File: src/rtl/pin_mux_pkg.sv
package pin_mux_pkg;

  // ************************************************************
  // widths
  // ************************************************************
  localparam int ADDR_W   = 11;
  localparam int AUX_W    = 8;
  localparam int STROBE_N = 4;
  localparam int PMC_W    = 8;
  localparam int CS_W     = 5;
  localparam int CS_LOW_W = 3;
  localparam int PAR_W    = 2;
  localparam int BUS_AW   = 16;
  localparam int BUS_DW   = 32;
  localparam int SEL_W    = 4;

  // ************************************************************
  // pin positions
  // ************************************************************
  localparam int CS_BIT3    = 3;
  localparam int CS_BIT4    = 4;
  localparam int STRAP_LANE = 3;
  localparam int PE_LANE    = 3;
  localparam int MATH_COPROC_FAULT_IRQ_LANE  = 2;

  // ************************************************************
  // register map
  // ************************************************************
  localparam logic [BUS_AW-1:0] CTRL_ADDR         = 16'h0000;
  localparam logic [BUS_AW-1:0] STATUS_ADDR       = 16'h0004;
  localparam logic [BUS_AW-1:0] PMC_ADDR          = 16'h0008;
  localparam logic [BUS_AW-1:0] PARITY_CTRL_INDEX = 16'h3872;
  localparam logic [BUS_AW-1:0] PARITY_CTRL_ADDR  = PARITY_CTRL_INDEX << 2;

  localparam int CTRL_PD_BIT   = 0;
  localparam int PE_EN_HI_BIT  = 13;
  localparam int PE_EN_LO_BIT  = 12;
  localparam int ST_MODE_BIT   = 0;
  localparam int ST_PE_BIT     = 1;
  localparam int ST_IRQ_BIT    = 2;
  localparam int ST_VALID_BIT  = 3;
  localparam int SEL_LANE0     = 0;
  localparam int SEL_LANE1     = 1;

  localparam logic [1:0] PE_EN_RST    = 2'h0;
  localparam logic       PD_RST       = 1'b0;
  localparam logic       STRAP_RST    = 1'b1;

  // ************************************************************
  // sync lane layout for the single-bit pins
  // ************************************************************
  localparam int SY_STRAP = 0;
  localparam int SY_PE    = 1;
  localparam int SY_MATH_COPROC_FAULT_IRQ  = 2;
  localparam int SY_POWERDOWN_REFRESH_TICK = 3;
  localparam int SY_PMCS  = 4;
  localparam int SY_N     = 5;

endpackage

File: src/rtl/sync_rise.sv
// two-flop synchroniser with a rising-edge pulse per bit
module sync_rise #(
  parameter int W = 1
) (
  input  wire logic         clk,
  input  wire logic         rst_b,
  input  wire logic [W-1:0] d,
  output logic      [W-1:0] q,
  output logic      [W-1:0] rise,
  output logic              ready
);
  logic [W-1:0] meta_r;
  logic [W-1:0] sync_r;
  logic [W-1:0] prev_r;
  logic [2:0]   fill_r;
  logic [2:0]   fill_nxt;

  always_comb
  begin
    fill_nxt = {fill_r[1:0], 1'b1};
  end

  always_ff @(posedge clk or negedge rst_b)
  begin
    if (!rst_b)
    begin
      meta_r <= '0;
      sync_r <= '0;
      prev_r <= '0;
      fill_r <= '0;
    end
    else
    begin
      meta_r <= d;
      sync_r <= meta_r;
      prev_r <= sync_r;
      fill_r <= fill_nxt;
    end
  end

  // no edge is reported until prev_r holds a real pin sample, so a pin
  // already high at reset release gives no false event
  assign q     = sync_r;
  assign ready = fill_r[1];
  assign rise  = fill_r[2] ? (sync_r & ~prev_r) : '0;
endmodule // sync_rise

File: src/rtl/strap_capture.sv
// catches the column-strobe mode strap once, after reset release
module strap_capture
  import pin_mux_pkg::*;
(
  input  wire logic clk,
  input  wire logic rst_b,
  input  wire logic sample_ok,
  input  wire logic strap_level,
  output logic      output_mode,
  output logic      mode_valid
);
  logic mode_r;
  logic mode_nxt;
  logic valid_r;
  logic valid_nxt;

  always_comb
  begin
    mode_nxt  = mode_r;
    valid_nxt = valid_r;
    if (sample_ok && !valid_r)
    begin
      mode_nxt  = strap_level;
      valid_nxt = 1'b1;
    end
  end

  always_ff @(posedge clk or negedge rst_b)
  begin
    if (!rst_b)
    begin
      mode_r  <= STRAP_RST;
      valid_r <= 1'b0;
    end
    else
    begin
      mode_r  <= mode_nxt;
      valid_r <= valid_nxt;
    end
  end

  assign output_mode = mode_r;
  assign mode_valid  = valid_r;
endmodule // strap_capture

File: src/rtl/dram_pin_mux.sv
// Functional notes
// - DRAM cycles put row then column address on the address pins.
// - I/O cycles put select bits 2..0 on upper address pins.
// - I/O cycles put select bits 3 and 4 on the parity pins.
// - low eight address pins carry a two-way auxiliary byte bus.
// - four row strobes drive DRAM directly.
// - strap pin floats during reset, held high by external pull-up.
// - strap high through reset release latches column-strobe output mode.
// - strap low through reset release latches column-strobe input mode.
// - input mode turns strap and coprocessor pins into inputs.
// - parity-fault pin is released until the mode is known, then an input only in input mode with both enable bits set.
// - parity error is a rising edge of the parity-fault pin.
// - rising edge of coprocessor pin in input mode raises IRQ13.
// - write_not_read is high for writes, low for reads.
// - in power down the refresh tick passes to refresh request.
// - sample strobe captures the eight power-management inputs.
module dram_pin_mux
  import pin_mux_pkg::*;
(
  input  wire logic                           clk,
  input  wire logic                           rst_b,
  input  wire logic                           cyc_i,
  input  wire logic                           stb_i,
  input  wire logic                           we_i,
  input  wire logic [pin_mux_pkg::BUS_AW-1:0] adr_i,
  input  wire logic [pin_mux_pkg::SEL_W-1:0]  sel_i,
  input  wire logic [pin_mux_pkg::BUS_DW-1:0] dat_i,
  output logic      [pin_mux_pkg::BUS_DW-1:0] dat_o,
  output logic                                ack_o,
  input  wire logic                           dram_cycle,
  input  wire logic                           io_cycle,
  input  wire logic                           column_phase,
  input  wire logic [pin_mux_pkg::ADDR_W-1:0] row_address,
  input  wire logic [pin_mux_pkg::ADDR_W-1:0] column_address,
  input  wire logic                           mem_write,
  input  wire logic [pin_mux_pkg::STROBE_N-1:0] ras_select,
  input  wire logic [pin_mux_pkg::STROBE_N-1:0] cas_high_select,
  input  wire logic [pin_mux_pkg::STROBE_N-1:0] cas_low_select,
  input  wire logic [pin_mux_pkg::PAR_W-1:0]  parity_write,
  output logic      [pin_mux_pkg::PAR_W-1:0]  parity_read,
  input  wire logic [pin_mux_pkg::CS_W-1:0]   io_select_code,
  input  wire logic [pin_mux_pkg::AUX_W-1:0]  aux_write_data,
  input  wire logic                           aux_write,
  output logic      [pin_mux_pkg::AUX_W-1:0]  aux_read_data,
  input  wire logic                           core_refresh_req,
  output logic      [pin_mux_pkg::ADDR_W-1:0] dram_row_col_address_o,
  output logic                                dram_row_col_address_low_oe,
  input  wire logic [pin_mux_pkg::AUX_W-1:0]  aux_byte_bus_lines_i,
  output logic      [pin_mux_pkg::PAR_W-1:0]  parity_pins_o,
  output logic                                parity_pins_oe,
  input  wire logic [pin_mux_pkg::PAR_W-1:0]  parity_pins_i,
  output logic      [pin_mux_pkg::STROBE_N-1:0] row_strobe_lines_b,
  output logic      [pin_mux_pkg::STROBE_N-1:0] column_strobe_high_lines_b,
  output logic                                column_strobe_mode_strap_oe,
  input  wire logic                           column_strobe_mode_strap_i,
  output logic      [pin_mux_pkg::STROBE_N-1:0] column_strobe_low_lines_b,
  output logic                                parity_fault_input_oe,
  input  wire logic                           parity_fault_input_i,
  output logic                                math_coproc_fault_irq_oe,
  input  wire logic                           math_coproc_fault_irq_i,
  output logic                                write_not_read,
  input  wire logic                           powerdown_refresh_tick,
  output logic                                refresh_request,
  input  wire logic                           power_mgmt_sample_strobe,
  input  wire logic [pin_mux_pkg::PMC_W-1:0]  power_mgmt_inputs,
  output logic      [pin_mux_pkg::PMC_W-1:0]  power_mgmt_latched,
  output logic                                irq13_request,
  output logic                                parity_error_pulse
);
  import pin_mux_pkg::*;

  // ************************************************************
  // reset release
  // ************************************************************
  logic       rst_pipe_r;
  logic       rst_sync_b;

  always_ff @(posedge clk or negedge rst_b)
  begin
    if (!rst_b)
    begin
      rst_pipe_r <= 1'b0;
      rst_sync_b <= 1'b0;
    end
    else
    begin
      rst_pipe_r <= 1'b1;
      rst_sync_b <= rst_pipe_r;
    end
  end

  // ************************************************************
  // pin synchronisers and strap
  // ************************************************************
  localparam int DW = PMC_W + AUX_W + PAR_W;
  logic [SY_N-1:0] sy_q;
  logic [SY_N-1:0] sy_rise;
  logic            sy_ready;
  logic [DW-1:0]   dq;
  logic            output_mode;
  logic            mode_valid;
  logic            input_mode;

  sync_rise #(.W(SY_N)) u_sync_ctl (
    .clk   (clk),
    .rst_b (rst_sync_b),
    .d     ({power_mgmt_sample_strobe, powerdown_refresh_tick,
             math_coproc_fault_irq_i, parity_fault_input_i,
             column_strobe_mode_strap_i}),
    .q     (sy_q),
    .rise  (sy_rise),
    .ready (sy_ready)
  );

  // bus data lanes are synchronised too, so they arrive two clocks late
  sync_rise #(.W(DW)) u_sync_data (
    .clk   (clk),
    .rst_b (rst_sync_b),
    .d     ({power_mgmt_inputs, aux_byte_bus_lines_i, parity_pins_i}),
    .q     (dq),
    .rise  (),
    .ready ()
  );

  strap_capture u_strap (
    .clk         (clk),
    .rst_b       (rst_sync_b),
    .sample_ok   (sy_ready),
    .strap_level (sy_q[SY_STRAP]),
    .output_mode (output_mode),
    .mode_valid  (mode_valid)
  );

  assign input_mode = mode_valid && !output_mode;

  // ************************************************************
  // register state
  // ************************************************************
  logic             ack_r, ack_nxt;
  logic [BUS_DW-1:0] rdat_r, rdat_nxt;
  logic             pd_r, pd_nxt;
  logic [1:0]       pe_en_r, pe_en_nxt;
  logic             st_pe_r, st_pe_nxt;
  logic             st_irq_r, st_irq_nxt;
  logic [PMC_W-1:0] pmc_r, pmc_nxt;
  logic             req;
  logic             wr_ok;
  logic             pe_as_input;
  logic             pe_event;
  logic             irq_event;

  assign req         = cyc_i && stb_i && !ack_r;
  assign wr_ok       = cyc_i && stb_i && we_i && ack_r;
  assign pe_as_input = input_mode && (pe_en_r == 2'h3);
  assign pe_event    = pe_as_input && sy_rise[SY_PE];
  assign irq_event   = input_mode && sy_rise[SY_MATH_COPROC_FAULT_IRQ];

  always_comb
  begin
    ack_nxt    = req;
    rdat_nxt   = rdat_r;
    pd_nxt     = pd_r;
    pe_en_nxt  = pe_en_r;
    st_pe_nxt  = st_pe_r;
    st_irq_nxt = st_irq_r;
    pmc_nxt    = pmc_r;
    if (req)
    begin
      rdat_nxt = '0;
      case (adr_i)
        CTRL_ADDR:        rdat_nxt[CTRL_PD_BIT] = pd_r;
        PARITY_CTRL_ADDR: rdat_nxt[PE_EN_HI_BIT:PE_EN_LO_BIT] = pe_en_r;
        STATUS_ADDR:
        begin
          rdat_nxt[ST_MODE_BIT]  = input_mode;
          rdat_nxt[ST_PE_BIT]    = st_pe_r;
          rdat_nxt[ST_IRQ_BIT]   = st_irq_r;
          rdat_nxt[ST_VALID_BIT] = mode_valid;
        end
        PMC_ADDR:         rdat_nxt[PMC_W-1:0] = pmc_r;
        default:          rdat_nxt = '0;
      endcase
    end
    // writes land on the edge that the master sees ack
    if (wr_ok)
    begin
      case (adr_i)
        CTRL_ADDR:
          if (sel_i[SEL_LANE0])
            pd_nxt = dat_i[CTRL_PD_BIT];
        PARITY_CTRL_ADDR:
          if (sel_i[SEL_LANE1])
            pe_en_nxt = dat_i[PE_EN_HI_BIT:PE_EN_LO_BIT];
        STATUS_ADDR:
          if (sel_i[SEL_LANE0])
          begin
            st_pe_nxt  = st_pe_r && !dat_i[ST_PE_BIT];
            st_irq_nxt = st_irq_r && !dat_i[ST_IRQ_BIT];
          end
        default:
          pd_nxt = pd_r;
      endcase
    end
    // a new event outranks a clear in the same cycle
    if (pe_event)
      st_pe_nxt = 1'b1;
    if (irq_event)
      st_irq_nxt = 1'b1;
    if (sy_rise[SY_PMCS])
      pmc_nxt = dq[DW-1 -: PMC_W];
  end

  always_ff @(posedge clk or negedge rst_sync_b)
  begin
    if (!rst_sync_b)
    begin
      ack_r    <= 1'b0;
      rdat_r   <= '0;
      pd_r     <= PD_RST;
      pe_en_r  <= PE_EN_RST;
      st_pe_r  <= 1'b0;
      st_irq_r <= 1'b0;
      pmc_r    <= '0;
    end
    else
    begin
      ack_r    <= ack_nxt;
      rdat_r   <= rdat_nxt;
      pd_r     <= pd_nxt;
      pe_en_r  <= pe_en_nxt;
      st_pe_r  <= st_pe_nxt;
      st_irq_r <= st_irq_nxt;
      pmc_r    <= pmc_nxt;
    end
  end

  assign ack_o              = ack_r;
  assign dat_o              = rdat_r;
  assign power_mgmt_latched = pmc_r;

  // ************************************************************
  // pin drive
  // ************************************************************
  logic [ADDR_W-1:0]   addr_r, addr_nxt;
  logic                low_oe_r, low_oe_nxt;
  logic [PAR_W-1:0]    par_r, par_nxt;
  logic                par_oe_r, par_oe_nxt;
  logic [STROBE_N-1:0] ras_r, ras_nxt;
  logic [STROBE_N-1:0] cash_r, cash_nxt;
  logic [STROBE_N-1:0] casl_r, casl_nxt;
  logic                wnr_r, wnr_nxt;
  logic                ref_r, ref_nxt;
  logic                irq_r, pe_r;
  logic [AUX_W-1:0]    aux_r, aux_nxt;
  logic [PAR_W-1:0]    pin_r, pin_nxt;

  always_comb
  begin
    addr_nxt   = addr_r;
    low_oe_nxt = 1'b1;
    par_nxt    = par_r;
    par_oe_nxt = 1'b0;
    wnr_nxt    = wnr_r;
    aux_nxt    = aux_r;
    pin_nxt    = pin_r;
    if (io_cycle)
    begin
      addr_nxt[ADDR_W-1 -: CS_LOW_W] = io_select_code[CS_LOW_W-1:0];
      addr_nxt[AUX_W-1:0] = aux_write_data;
      low_oe_nxt          = aux_write;
      par_nxt             = {io_select_code[CS_BIT4],
                             io_select_code[CS_BIT3]};
      par_oe_nxt          = 1'b1;
      if (!aux_write)
        aux_nxt = dq[PAR_W +: AUX_W];
    end
    else if (dram_cycle)
    begin
      addr_nxt   = column_phase ? column_address : row_address;
      par_nxt    = parity_write;
      par_oe_nxt = mem_write;
      wnr_nxt    = mem_write;
      if (!mem_write)
        pin_nxt = dq[PAR_W-1:0];
    end
    // strobes are active low and only fire inside a DRAM cycle
    ras_nxt  = ~(ras_select & {STROBE_N{dram_cycle && !io_cycle}});
    cash_nxt = ~(cas_high_select &
                 {STROBE_N{dram_cycle && !io_cycle && column_phase}});
    casl_nxt = ~(cas_low_select &
                 {STROBE_N{dram_cycle && !io_cycle && column_phase}});
    // the tick is a raw pin, so it goes through its synchroniser first
    ref_nxt  = pd_r ? sy_q[SY_POWERDOWN_REFRESH_TICK] : core_refresh_req;
  end

  always_ff @(posedge clk or negedge rst_sync_b)
  begin
    if (!rst_sync_b)
    begin
      addr_r   <= '0;
      low_oe_r <= 1'b0;
      par_r    <= '0;
      par_oe_r <= 1'b0;
      ras_r    <= '1;
      cash_r   <= '1;
      casl_r   <= '1;
      wnr_r    <= 1'b0;
      ref_r    <= 1'b0;
      irq_r    <= 1'b0;
      pe_r     <= 1'b0;
      aux_r    <= '0;
      pin_r    <= '0;
    end
    else
    begin
      addr_r   <= addr_nxt;
      low_oe_r <= low_oe_nxt;
      par_r    <= par_nxt;
      par_oe_r <= par_oe_nxt;
      ras_r    <= ras_nxt;
      cash_r   <= cash_nxt;
      casl_r   <= casl_nxt;
      wnr_r    <= wnr_nxt;
      ref_r    <= ref_nxt;
      irq_r    <= irq_event;
      pe_r     <= pe_event;
      aux_r    <= aux_nxt;
      pin_r    <= pin_nxt;
    end
  end

  assign dram_row_col_address_o      = addr_r;
  assign dram_row_col_address_low_oe = low_oe_r;
  assign parity_pins_o               = par_r;
  assign parity_pins_oe              = par_oe_r;
  assign row_strobe_lines_b          = ras_r;
  assign column_strobe_high_lines_b  = cash_r;
  assign column_strobe_low_lines_b   = casl_r;
  assign write_not_read              = wnr_r;
  assign refresh_request             = ref_r;
  assign irq13_request               = irq_r;
  assign parity_error_pulse          = pe_r;
  assign aux_read_data               = aux_r;
  assign parity_read                 = pin_r;
  // strap pin stays released until the mode is known; pull-up is external
  assign column_strobe_mode_strap_oe = mode_valid && output_mode;
  assign math_coproc_fault_irq_oe    = mode_valid && output_mode;
  assign parity_fault_input_oe       = mode_valid && !pe_as_input;
endmodule // dram_pin_mux

File: config.mk
export PLATFORM = sky130hd
export DESIGN_NAME = dram_pin_mux
export DESIGN_NICKNAME = d
export VERILOG_FILES = /design/src/rtl/pin_mux_pkg.sv /design/src/rtl/sync_rise.sv /design/src/rtl/strap_capture.sv /design/src/rtl/dram_pin_mux.sv
export SDC_FILE = /design/constraint.sdc
export NUM_CORES = 1
export LEC_CHECK = 0
export BUFFER_PORTS_ARGS = -buffer_cell sky130_fd_sc_hd__clkbuf_2
export CORE_AREA = 2 2 122 94
export CTS_BUF_LIST = sky130_fd_sc_hd__clkbuf_4
export DETAILED_ROUTE_END_ITERATION = 8
export DIE_AREA = 0 0 124 96
export PLACE_DENSITY = 0.76
export REMOVE_ABC_BUFFERS = 1
export SLEW_MARGIN = 20
export SYNTH_ARGS = -nofsm -noshare
export SYNTH_HDL_FRONTEND = slang
export SYNTH_SLANG_ARGS = --single-unit
File: constraint.sdc
create_clock -name clk -period 3.5 [get_ports clk]
set_input_delay 0.175 -clock clk [delete_from_list [all_inputs] [get_ports clk]]
set_output_delay 0.175 -clock clk [all_outputs]
set_load 0.05 [all_outputs]
## Yosys cells after proc, flatten, opt, wreduce, memory -nomap -nowiden

Index checks and enable logic that the tools add are counted.

| word-level totals | value |
|---|---|
| register bits after elaboration | 123 |
| word-level logic and storage cells | 104 |

| cells by class | value |
|---|---|
| bitwise gates (word level) | 11 |
| reduce and logical (&&, ||, !) cells | 37 |
| equality and inequality tests | 4 |
| muxes and demuxes | 22 |

Operators by type and width:

| operator | number |
|---|---|
| $mux 11 | 3 |
| $eq 16x16->1 const B | 1 |
| $eq 16x3->1 const B | 1 |
| $eq 16x4->1 const B | 1 |
| $logic_not 16->1 | 1 |
| $logic_and 1x1->1 | 15 |
| $reduce_and 3->1 | 5 |
| $reduce_bool 2->1 | 7 |
| $and 4x4->4 | 3 |
| $mux 1 | 12 |
| $not 4->4 | 3 |
| $logic_not 1->1 | 7 |
| $mux 2 | 3 |
| $pmux 3 s2 | 1 |
| $and 5x5->5 | 1 |
| $mux 5 | 1 |
| $not 5->5 | 1 |
| $mux 4 | 1 |
| $reduce_and 2->1 | 2 |
| $not 1->1 | 3 |
| $pmux 1 s3 | 1 |
| $eq 2x2->1 const B | 1 |

## Longest topological paths before layout

Gate-level depths: netlist (run 1).

| logic depth | value |
|---|---|
| word-level depth | 6 |
| depth in mapped cells | 5 |

## By module

Synthesis (run 1) repeated with hierarchy kept, for this count alone.

| second synthesis, totals | value |
|---|---|
| cell total of the unflattened synthesis | 370 |
| area, all modules | 5186.2 um^2 |

By module, submodules not included:

| module | cells each | area each (um^2) | seq. area each (um^2) | times used |
|---|---|---|---|---|
| dram_pin_mux | 264 | 2992.9 | 1691.6 | 1 |
| sync_rise at u_sync_data | 77 | 1609.0 | 1426.4 | 1 |
| sync_rise at u_sync_ctl | 24 | 498.0 | 450.4 | 1 |
| strap_capture | 5 | 86.3 | 51.3 | 1 |

## Worst setup path after synthesis (run 1)

No wires, ideal clock.

| timing path | value |
|---|---|
| path type | input -> register |
| from | in adr_i[9] in the netlist's numbering |
| to | reg pd_r |
| path buffers | 0 |
| stages | 4 |
| arrival time | 1573 ps |
| path slack | 1799 ps |
| required time | 3372 ps |
| library setup time | 128 ps |
| cell sequence | or4_4 > nand4bb_4 > nor4_1 > mux2_1 |

| on the way | value |
|---|---|
| word-level cells in the longest chain between the ends | 2 |

RTL lines:

| element | line | text |
|---|---|---|
| start: declaration | dram_pin_mux.sv:25 | `input wire logic [pin_mux_pkg::BUS_AW-1:0] adr_i,` |
| $logic_not 16->1 | dram_pin_mux.sv:187 | `case (adr_i)` |
| $reduce_and 3->1 (no source line) | -- |  |
| end signal: assignment | dram_pin_mux.sv:229 | `pd_r <= pd_nxt;` |
| end: declaration | dram_pin_mux.sv:141 | `logic pd_r, pd_nxt;` |

No other way between the ends.
A chain may end at the register's enable or synchronous reset.

## Worst setup path after layout (run 1)

| timing path | value |
|---|---|
| from | reg ack_r (netlist: ack_o) |
| to | reg rdat_r[1] (netlist: dat_o[1]) |

| on the way | value |
|---|---|
| word-level cells in the longest chain between the ends | 2 |

RTL lines:

| element | line | text |
|---|---|---|
| start: declaration | dram_pin_mux.sv:139 | `logic ack_r, ack_nxt;` |
| start signal: assignment | dram_pin_mux.sv:227 | `ack_r <= ack_nxt;` |
| $logic_not 1->1 | dram_pin_mux.sv:152 | `assign req = cyc_i && stb_i && !ack_r;` |
| $logic_and 1x1->1 | dram_pin_mux.sv:152 |  |
| end signal: assignment | dram_pin_mux.sv:228 | `rdat_r <= rdat_nxt;` |
| end: declaration | dram_pin_mux.sv:140 | `logic [BUS_DW-1:0] rdat_r, rdat_nxt;` |

No other way between the ends.

==> flow_summary.ini, run 1 <==
[timing]
fin_crit_ns = 1.88
setup_viol_count_final = 0
fin_crit_sh_pct = 53.8
final.setup.tns_ns = 0
worst_pin_slew_ns = 0.780
skew_ns = 0.0156
drv_slew = 0
slew_headroom_pct = 47.9
hold_ws_ns = 0.0588
rsz0062_at_grt = no
max_freq_ghz = 0.531
hold_violations = 0

[power_and_ir_drop]
power_density_nw_per_um2 = 511
finalPower_uw = 3170
p_leak_uw = 0.00308
ir_drop_v = 0.000299

[setup_path]
critPathMaxStageDelay_ns = 0.69
reg2reg_depth = 3
crit_path_end_kind = flop
r2r-start = ack_o$_DFF_PN0_
cp.required_ns = 3.93
start_kind = flop
path_class = reg -> reg
slowest_stage = nor4_1
crit_chain = nand3b_1, nor4_1, a221o_1
crit_family = simple AND/OR/NAND/NOR gates
r2r_setup_slack_ns = 1.62
worstPathBufferInverterCount = 0
critical_path_peak_fanout = 14
r2r_end = dat_o[1]$_DFFE_PN0P_
arrival_ns = 2.31

[clocking]
htree_num_levels = 4
clockRootBuffer = clkbuf_4
cts_tree = built
post_cts_buffers = 0
clkLatencyLatePin_ns = 0.48
cts_made_buffers = 17
path_clk_slew_ns = 0.11
clk_path_buf_depth = 2
cts_sinks = 121

[synthesis]
synth_xor_area_share_pct = 0
synth_top_area_cell = dfrtp_1
synth.area.top_cells = dfrtp_1, dfstp_2, mux2_2
ys_async_sr_fraction_pct = 100
synth_edf_count = 0
synth-seq-cells = 121
synth_top_family_by_area = simple AND/OR/NAND/NOR gates
synth_top_area_share_pct = 61.6
synth_area_um2 = 4390
synth-compound-area-share_pct = 5.11
synth-simple-area-share_pct = 10.6
yosys_warnings = 0
syn_inst = 315
synth_adder_area_share_pct = 0
ys_types = 36
muxShareOfSynthArea_pct = 9.36
ys_seq_area_share_pct = 69.4
yosys_most_used_dff = dfrtp_1
avgSynthCellArea_um2 = 13.9

[floorplan]
core-area_um2 = 10700
boundaryPins = 220
die-area_um2 = 11900
die_w_um = 124
die_y_um = 96
start_util_pct = 40.9
rows = 33

[worst_hold_path]
min_delay_path_depth = 3
hp-start = aux_write
hold_class = in -> reg
min_to = dram_row_col_address_low_oe$_DFF_PN0_

[global_routing]
met2_usage_pct = 29.9
met3_usage_pct = 4.50
grtUsageTotal_pct = 17.3
antenna_found_initial = 0
grt-ovfl-total = 0
grt_busiest_layer = met2
grt_use_met1_pct = 20.3
grt_pass1_wl_um = 15400
grt_pass1_vias = 3299
grt_max_degree = 65

[routing]
vias_per_cell = 4.61
num_vias = 3252
drtAntennaViolNets = 0
totalWireLength_um = 9950
drt_first_iter_violations = 138
wl_per_cell_um = 14.1
drtPass1Iterations = 4
route.detailed.drc = 0

[finish]
finish.utilization_pct = 57.8
final_cell_area_um2 = 6200
fillers = 887
diodes = 0
drive_gt1_share_pct = 43.3
syn_to_final_growth_pct = 41.4
nNetsFinal = 688

[placed_design]
portBuffers = 168
dpl_cell_area_um2 = 5290
hpwlAfterDp_um = 6760
gp_congestion = 0.727

[flow_run]
drv_cap = 0

[outcome]
run_status = completed
## metal layers
metal  vias up  part of all wire (%)
li1       1506                     -
met1      1611                    40
met2       119                    53
met3        16                   5.1
met4         0                   1.9
met5         -                     0
## cells by family (layout without fill, tap and decap cells)
group / Yosys count / in the layout
flops: 121 / 121
mux: 38 / 38
compound gates: 37 / 37
simple gates: 80 / 80
buf+inv: 37 / 266
other cells: 2 / 24
## registers in the layout, indices dropped and copies added (netlist names), 2 cells and up
register                    flops
row_strobe_lines_b              4
u_sync_ctl.prev_r               3
aux_read_data                   8
dat_o                          10
power_mgmt_latched              8
parity_read                     2
column_strobe_low_lines_b       4
u_sync_ctl.fill_r               3
column_strobe_high_lines_b      4
u_sync_data.meta_r             18
u_sync_ctl.q                    5
u_sync_data.q                  18
dram_row_col_address_o         11
pe_en_r                         2
parity_pins_o                   2
u_sync_ctl.meta_r               5
## tightest hold or removal path, stage by stage
cell and delay [ns]:
clkbuf_2 0.08, nor2b_1 0.15, inv_1 0.11
## final cells by class
type	instances	area [um^2]	area share, %
clock buffer	17	128	2.06
clock inverter	15	174	2.80
inverter	4	15.0	0.242
multi-input combinational	179	1190	19.2
sequential	121	3050	49.1
tap	140	175	2.82
timing repair buffer	230	1470	23.7
## Yosys cell counts, types with 2 or more instances
library cell / n
dfrtp_1: 108
inv_1: 4
a221o_1: 3
o21ai_0: 27
nor4_1: 3
a22o_1: 5
nor2_1: 2
dfstp_2: 13
nand3b_1: 2
and2_1: 2
nand2_1: 43
nand2b_1: 2
nand4_1: 3
or4_4: 2
clkbuf_1: 8
and2_2: 3
mux2_1: 3
mux2_2: 21
nand3_1: 3
mux2i_1: 14
conb_1: 2
buf_4: 23
nor2b_1: 6
## how the worst max path moves through the flow
stage	slack [ns]	cells past startpoint	startpoint	end
floorplan	-0.1	0	rst_sync_b$_DFF_PN0_	ack_o$_DFF_PN0_
global placement	1.63	5	adr_i[5]	pe_en_r[1]$_DFFE_PN0P_
detailed placement	1.61	5	adr_i[9]	pd_r$_DFFE_PN0P_
CTS	1.61	3	ack_o$_DFF_PN0_	dat_o[3]$_DFFE_PN0P_
global route	1.43	3	ack_o$_DFF_PN0_	dat_o[2]$_DFFE_PN0P_
finish	1.62	3	ack_o$_DFF_PN0_	dat_o[1]$_DFFE_PN0P_
## repair_timing
action	CTS	global route
endpoints found under the hold margin	58	0
hold buffers	61	0
resized for setup	0	0
## report_power, final
group	switching, uW	internal, uW	leakage, uW
logic	401	183	0.00149
registers	58.1	1490	0.00143
clock network	533	498	0.000164
total	992	2180	0.00308
## placed cells by master (no fill, tap or decap), types with 5 or more instances in the layout
master         synthesis  layout
a22o_1                 5       5
dfstp_2               13      13
mux2i_1               14      14
dfrtp_1              108     107
mux2_2                21      21
clkbuf_4               0      17
conb_1                 2      24
dlygate4sd3_1          0      61
clkbuf_2               0     168
o21ai_0               27      27
nor2b_1                6       6
nand2_1               43      43
## metrics by stage
stage | worst slack (ns) | std cells
after floorplan | -0.0979 | 304
after global placement | 1.63 | 613
after detailed placement | 1.61 | 613
after CTS | 1.61 | 706
after global routing | 1.43 | 706
final | 1.62 | 706
No activity file was read; power rests on OpenSTA's default activity.
==> inputs of run 2 (changes only) <==
==> constraint.sdc (replaced) <==
create_clock -name clk -period 1.6 [get_ports clk]
set_input_delay 0.08 -clock clk [delete_from_list [all_inputs] [get_ports clk]]
set_output_delay 0.08 -clock clk [all_outputs]
set_load 0.05 [all_outputs]
==> run 2 against run 1 <==
Net effect: largest power group unchanged; combinational power increased by 130%; sequential share of layout area decreased by 1.9 points; die area unchanged; clock-buffer cell count increased by 1; critical path type is now in -> reg; worst hold slack improved by 0.011 ns; cell area increased by 4.0%; the flow now finishes with violations (negative setup slack).
==> flow_summary.ini, run 2 (synthesis results as in run 1) <==
[outcome]
run_status = finished, violations left
violations = negative setup slack

[timing]
hold_ws_ns = 0.0698
setup_viol_count_final = 1
fin_crit_sh_pct = 100
drv_slew = 0
max_freq_ghz = 0.624
rsz0062_at_grt = no
fin_crit_ns = 1.60
final.setup.tns_ns = -0.00168
setup_ws_ns = -0.00168
skew_ns = 0.0118
hold_violations = 0

[power_and_ir_drop]
power_frac_comb_pct = 20.0
p_leak_uw = 0.00320
power_frac_seq_pct = 49.1
intPower_uw = 4680
ir_drop_v = 0.000752
clkPwrFrac_pct = 30.9
p_sw_share_pct = 31.8
power_density_nw_per_um2 = 1060
p_sw_uw = 2190

[global_routing]
grtUsageTotal_pct = 17.8
grt_pass1_vias = 3471
grt_pass1_wl_um = 15900
grt_max_degree = 68
grt-ovfl-total = 0
antenna_found_initial = 0

[setup_path]
crit_chain = dlygate4sd3_1, clkbuf_2, nand2_1, dlygate4sd3_1, o21ai_0, dlygate4sd3_1
worstPathBufferInverterCount = 4
cp.required_ns = 1.96
path_class = in -> reg
slowest_stage = dlygate4sd3_1
crit_family = buffers and inverters
critical_path_peak_fanout = 1
crit_path_end_kind = flop
cp_common_cell = dlygate4sd3_1
critPathMaxStageDelay_ns = 0.56
start_kind = input pin
arrival_ns = 1.96

[routing]
drtAntennaViolNets = 0
route.detailed.drc = 0
vias_per_cell = 4.55
totalWireLength_um = 10400
drtPass1Iterations = 7
drt_first_iter_violations = 171
wl_per_cell_um = 14.1
num_vias = 3342

[clocking]
cts_sinks = 121
clockRootBuffer = clkbuf_4
cts_made_buffers = 17
clk_path_buf_depth = 2
htree_num_levels = 4
path_clk_slew_ns = 0.10
clkLatencyLatePin_ns = 0.48
cts_tree = built

[placed_design]
hpwlAfterDp_um = 7110
dpl_cell_area_um2 = 5390
place_ws_ns = -0.166
portBuffers = 168
gp_congestion = 0.743

[floorplan]
rows = 33
boundaryPins = 220
die_y_um = 96
start_util_pct = 40.9
die-area_um2 = 11900
core-area_um2 = 10700
die_w_um = 124

[finish]
layout.cells.most_common = clkbuf_2
nNetsFinal = 716
final_cell_mix = clkbuf_2, dfrtp_1, dlygate4sd3_1
drive_gt1_share_pct = 43.4
syn_to_final_growth_pct = 47.1
diodes = 0
final_cell_area_um2 = 6450

[flow_run]
drv_cap = 0

[worst_hold_path]
hold_class = in -> reg
[run 2: stage by stage]
| stage | util [%] | power [uW] | instances |
|---|---|---|---|
| after floorplan | - | 4230 | 304 |
| after global placement | 50.2 | 4600 | 624 |
| after detailed placement | 50.2 | 4640 | 624 |
| after CTS | 60.2 | 6940 | 735 |
| after global routing | 60.1 | 7190 | 734 |
| final | 60.1 | 6870 | 734 |
[run 2: final cells by class]
type / instances / area (um^2)
well taps: 140 / 175
flip-flops and latches: 121 / 3050
inverters: 4 / 15.0
clock inverters: 14 / 148
multi-input cells: 179 / 1190
fillers: 865 / 4280
repair buffers: 258 / 1740
clock buffers: 18 / 135
[run 2: per-layer routing]
metal	up-vias	global-route usage, %	part of all wire, %
li1	1569	-	-
met1	1635	20.1	39
met2	122	31.2	54
met3	16	5.63	5.4
met4	0	7.40	1.6
met5	-	0	0
[run 2: worst paths after layout]
kind | startpoint | endpoint | slack [ns] | cells after the start
worst max-delay path | aux_write_data[0] | dram_row_col_address_o[0]$_DFFE_PN0P_ | -0.002 | 6
worst min-delay path | dram_cycle | row_strobe_lines_b[1]$_DFF_PN1_ | 0.07 | 4
worst max register to register | ack_o$_DFF_PN0_ | dat_o[5]$_DFFE_PN0P_ | 0.11 | 5
worst min register to register | rst_sync_b$_DFF_PN0_ | parity_pins_o[1]$_DFFE_PN0P_ | 0.31 | 1
max in group asynchronous | rst_sync_b$_DFF_PN0_ | u_strap.output_mode$_DFFE_PN1P_ | 0.93 | 1
min in group asynchronous | rst_sync_b$_DFF_PN0_ | parity_pins_o[1]$_DFFE_PN0P_ | 0.31 | 1
[run 2: power by group through the flow]
| stage | logic (uW) | registers [uW] | clock network, uW |
|---|---|---|---|
| after floorplan | 316 | 3910 | 0 |
| after global routing | 1460 | 3400 | 2340 |
| after CTS | 1380 | 3370 | 2190 |
| final | 1370 | 3370 | 2120 |
| after global placement | 1180 | 3420 | 0 |
| after detailed placement | 1200 | 3430 | 0 |
[run 2: repair_timing]
| action | in CTS | in global routing |
|---|---|---|
| resized for setup | 2 | 2 |
| buffers inserted | 2 | 0 |
| pin swaps | 0 | 0 |
| setup endpoints to repair | 8 | 2 |
| hold buffers | 77 | 0 |
| endpoints found under the hold margin | 61 | 0 |
[run 2: worst min-delay path, cell delays in order]
cell      delay [ns]
clkbuf_2        0.09
nor2b_1         0.15
buf_4           0.16
nand2_1         0.06
==> inputs of run 3 (changes only) <==
--- a/config.mk
+++ b/config.mk
@@ -11,8 +11,10 @@
 export DETAILED_ROUTE_END_ITERATION = 8
 export DIE_AREA = 0 0 124 96
 export PLACE_DENSITY = 0.76
+export RECOVER_POWER = 50
 export REMOVE_ABC_BUFFERS = 1
 export SLEW_MARGIN = 20
 export SYNTH_ARGS = -nofsm -noshare
 export SYNTH_HDL_FRONTEND = slang
 export SYNTH_SLANG_ARGS = --single-unit
+export TNS_END_PERCENT = 100
==> run 3 against run 2 <==
Net effect: the run still ends with negative setup slack left; register-to-register slack is essentially flat; routed wire length grew 0.26%; cell count is the same.
==> flow_summary.ini, run 3 (synthesis results as in run 1) <==
[placed_design]
gp_congestion = 0.743
portBuffers = 168
place_ws_ns = -0.166
hpwlAfterDp_um = 7110

[clocking]
clkLatencyLatePin_ns = 0.49
cts_sinks = 121
clk_path_buf_depth = 2
cts_tree = built
htree_num_levels = 4
path_clk_slew_ns = 0.10
cts_made_buffers = 17
clockRootBuffer = clkbuf_4

[timing]
rsz0062_at_grt = no
setup_ws_ns = -0.0162
fin_crit_ns = 1.62
drv_slew = 0
slew_headroom_pct = 41.6
max_freq_ghz = 0.619
worst_pin_slew_ns = 0.876
setup_viol_count_final = 1
hold_violations = 0
fin_crit_sh_pct = 101
skew_ns = 0.0120

[worst_hold_path]
min_delay_path_depth = 3
hp-start = adr_i[2]
hold_class = in -> reg
min_to = pd_r$_DFFE_PN0P_

[floorplan]
rows = 33
start_util_pct = 40.9
boundaryPins = 220
core-area_um2 = 10700
die_y_um = 96
die_w_um = 124
die-area_um2 = 11900

[finish]
syn_to_final_growth_pct = 46.3
drive_gt1_share_pct = 42.8
diodes = 0
nNetsFinal = 716
layout.cells.most_common = clkbuf_2
final_cell_mix = clkbuf_2, dfrtp_1, dlygate4sd3_1

[setup_path]
crit_chain = dlygate4sd3_1, clkbuf_2, nand2_1, dlygate4sd3_1, o21ai_0, dlygate4sd3_1
r2r-start = ack_o$_DFF_PN0_
critPathMaxStageDelay_ns = 0.57
r2r_setup_slack_ns = 0.11
crit_path_end_kind = flop
critical_path_peak_fanout = 1
path_class = in -> reg
slowest_stage = dlygate4sd3_1
r2r_end = dat_o[5]$_DFFE_PN0P_
cp.required_ns = 1.96
start_kind = input pin
cp_common_cell = dlygate4sd3_1
reg2reg_depth = 5
arrival_ns = 1.98

[global_routing]
antenna_found_initial = 0
grt_pass1_wl_um = 15900
grt-ovfl-total = 0
grt_pass1_vias = 3471
grt_max_degree = 68
grtUsageTotal_pct = 17.8

[routing]
wl_per_cell_um = 14.2
totalWireLength_um = 10400
num_vias = 3345
route.detailed.drc = 0
drtAntennaViolNets = 0
vias_per_cell = 4.56
drtPass1Iterations = 7
drt_first_iter_violations = 173

[power_and_ir_drop]
ir_drop_v = 0.000751
finalPower_uw = 6860
power_density_nw_per_um2 = 1070
p_leak_uw = 0.00318

[flow_run]
drv_cap = 0

[outcome]
run_status = finished, violations left
violations = negative setup slack
run 3: worst max-delay path, delay by kind of cell:
family	cells	cell delay, ns
AOI/OAI and AO/OA	1	0.08
buffers and inverters	4	1.77
and+or+nand+nor	1	0.05
run 3: worst max path at each step:
stage / start / to / cells past startpoint
floorplan: rst_sync_b$_DFF_PN0_ / ack_o$_DFF_PN0_ / 0
global placement: adr_i[5] / pe_en_r[0]$_DFFE_PN0P_ / 5
detailed placement: adr_i[5] / pe_en_r[1]$_DFFE_PN0P_ / 5
CTS: pe_en_r[0]$_DFFE_PN0P_ / parity_fault_input_oe / 3
global route: u_strap.output_mode$_DFFE_PN1P_ / column_strobe_mode_strap_oe / 2
finish: aux_write_data[0] / dram_row_col_address_o[0]$_DFFE_PN0P_ / 6
run 3: metal layers:
layer,share of wire (%),vias up,track usage [%],wire (um)
met4,1.8,0,7.40,184
met2,53,126,31.2,5560
met3,5.9,19,5.63,616
met5,0,-,0,0
met1,39,1631,20.1,4050
li1,-,1569,-,-
run 3: final cells by class:
class | instances | area, um^2
fill | 873 | 4320
sequential | 121 | 3050
timing repair buffer | 258 | 1700
multi-input combinational | 179 | 1190
tap | 140 | 175
clock inverter | 14 | 148
clock buffer | 18 | 135
inverter | 4 | 15.0
run 3: through the flow:
step                util [%]  hold slack (ns)  cell area (um^2)  cells  TNS (ns)
finish                  59.8           0.0747              6420    734   -0.0162
global route            59.8           0.0300              6420    734         0
CTS                     60.2         0.000438              6460    735         0
detailed placement      50.2           -0.127              5390    624    -0.977
global placement        50.2           -0.131              5390    624    -0.378
floorplan                  -           -0.216              4250    304   -226.97
run 3: repair_timing:
action	in CTS	in global routing
resized for setup	2	2
setup buffers	2	0
setup endpoints to repair	8	2
hold endpoints to repair	61	0
cloned	0	0
hold buffers	77	0
run 3: report_power, final:
group	switching (uW)	internal, uW	total (uW)	leakage, uW
clock	1170	952	2120	0.000143
sequential	103	3270	3370	0.00143
combinational	913	451	1360	0.00160
total	2190	4670	6860	0.00318
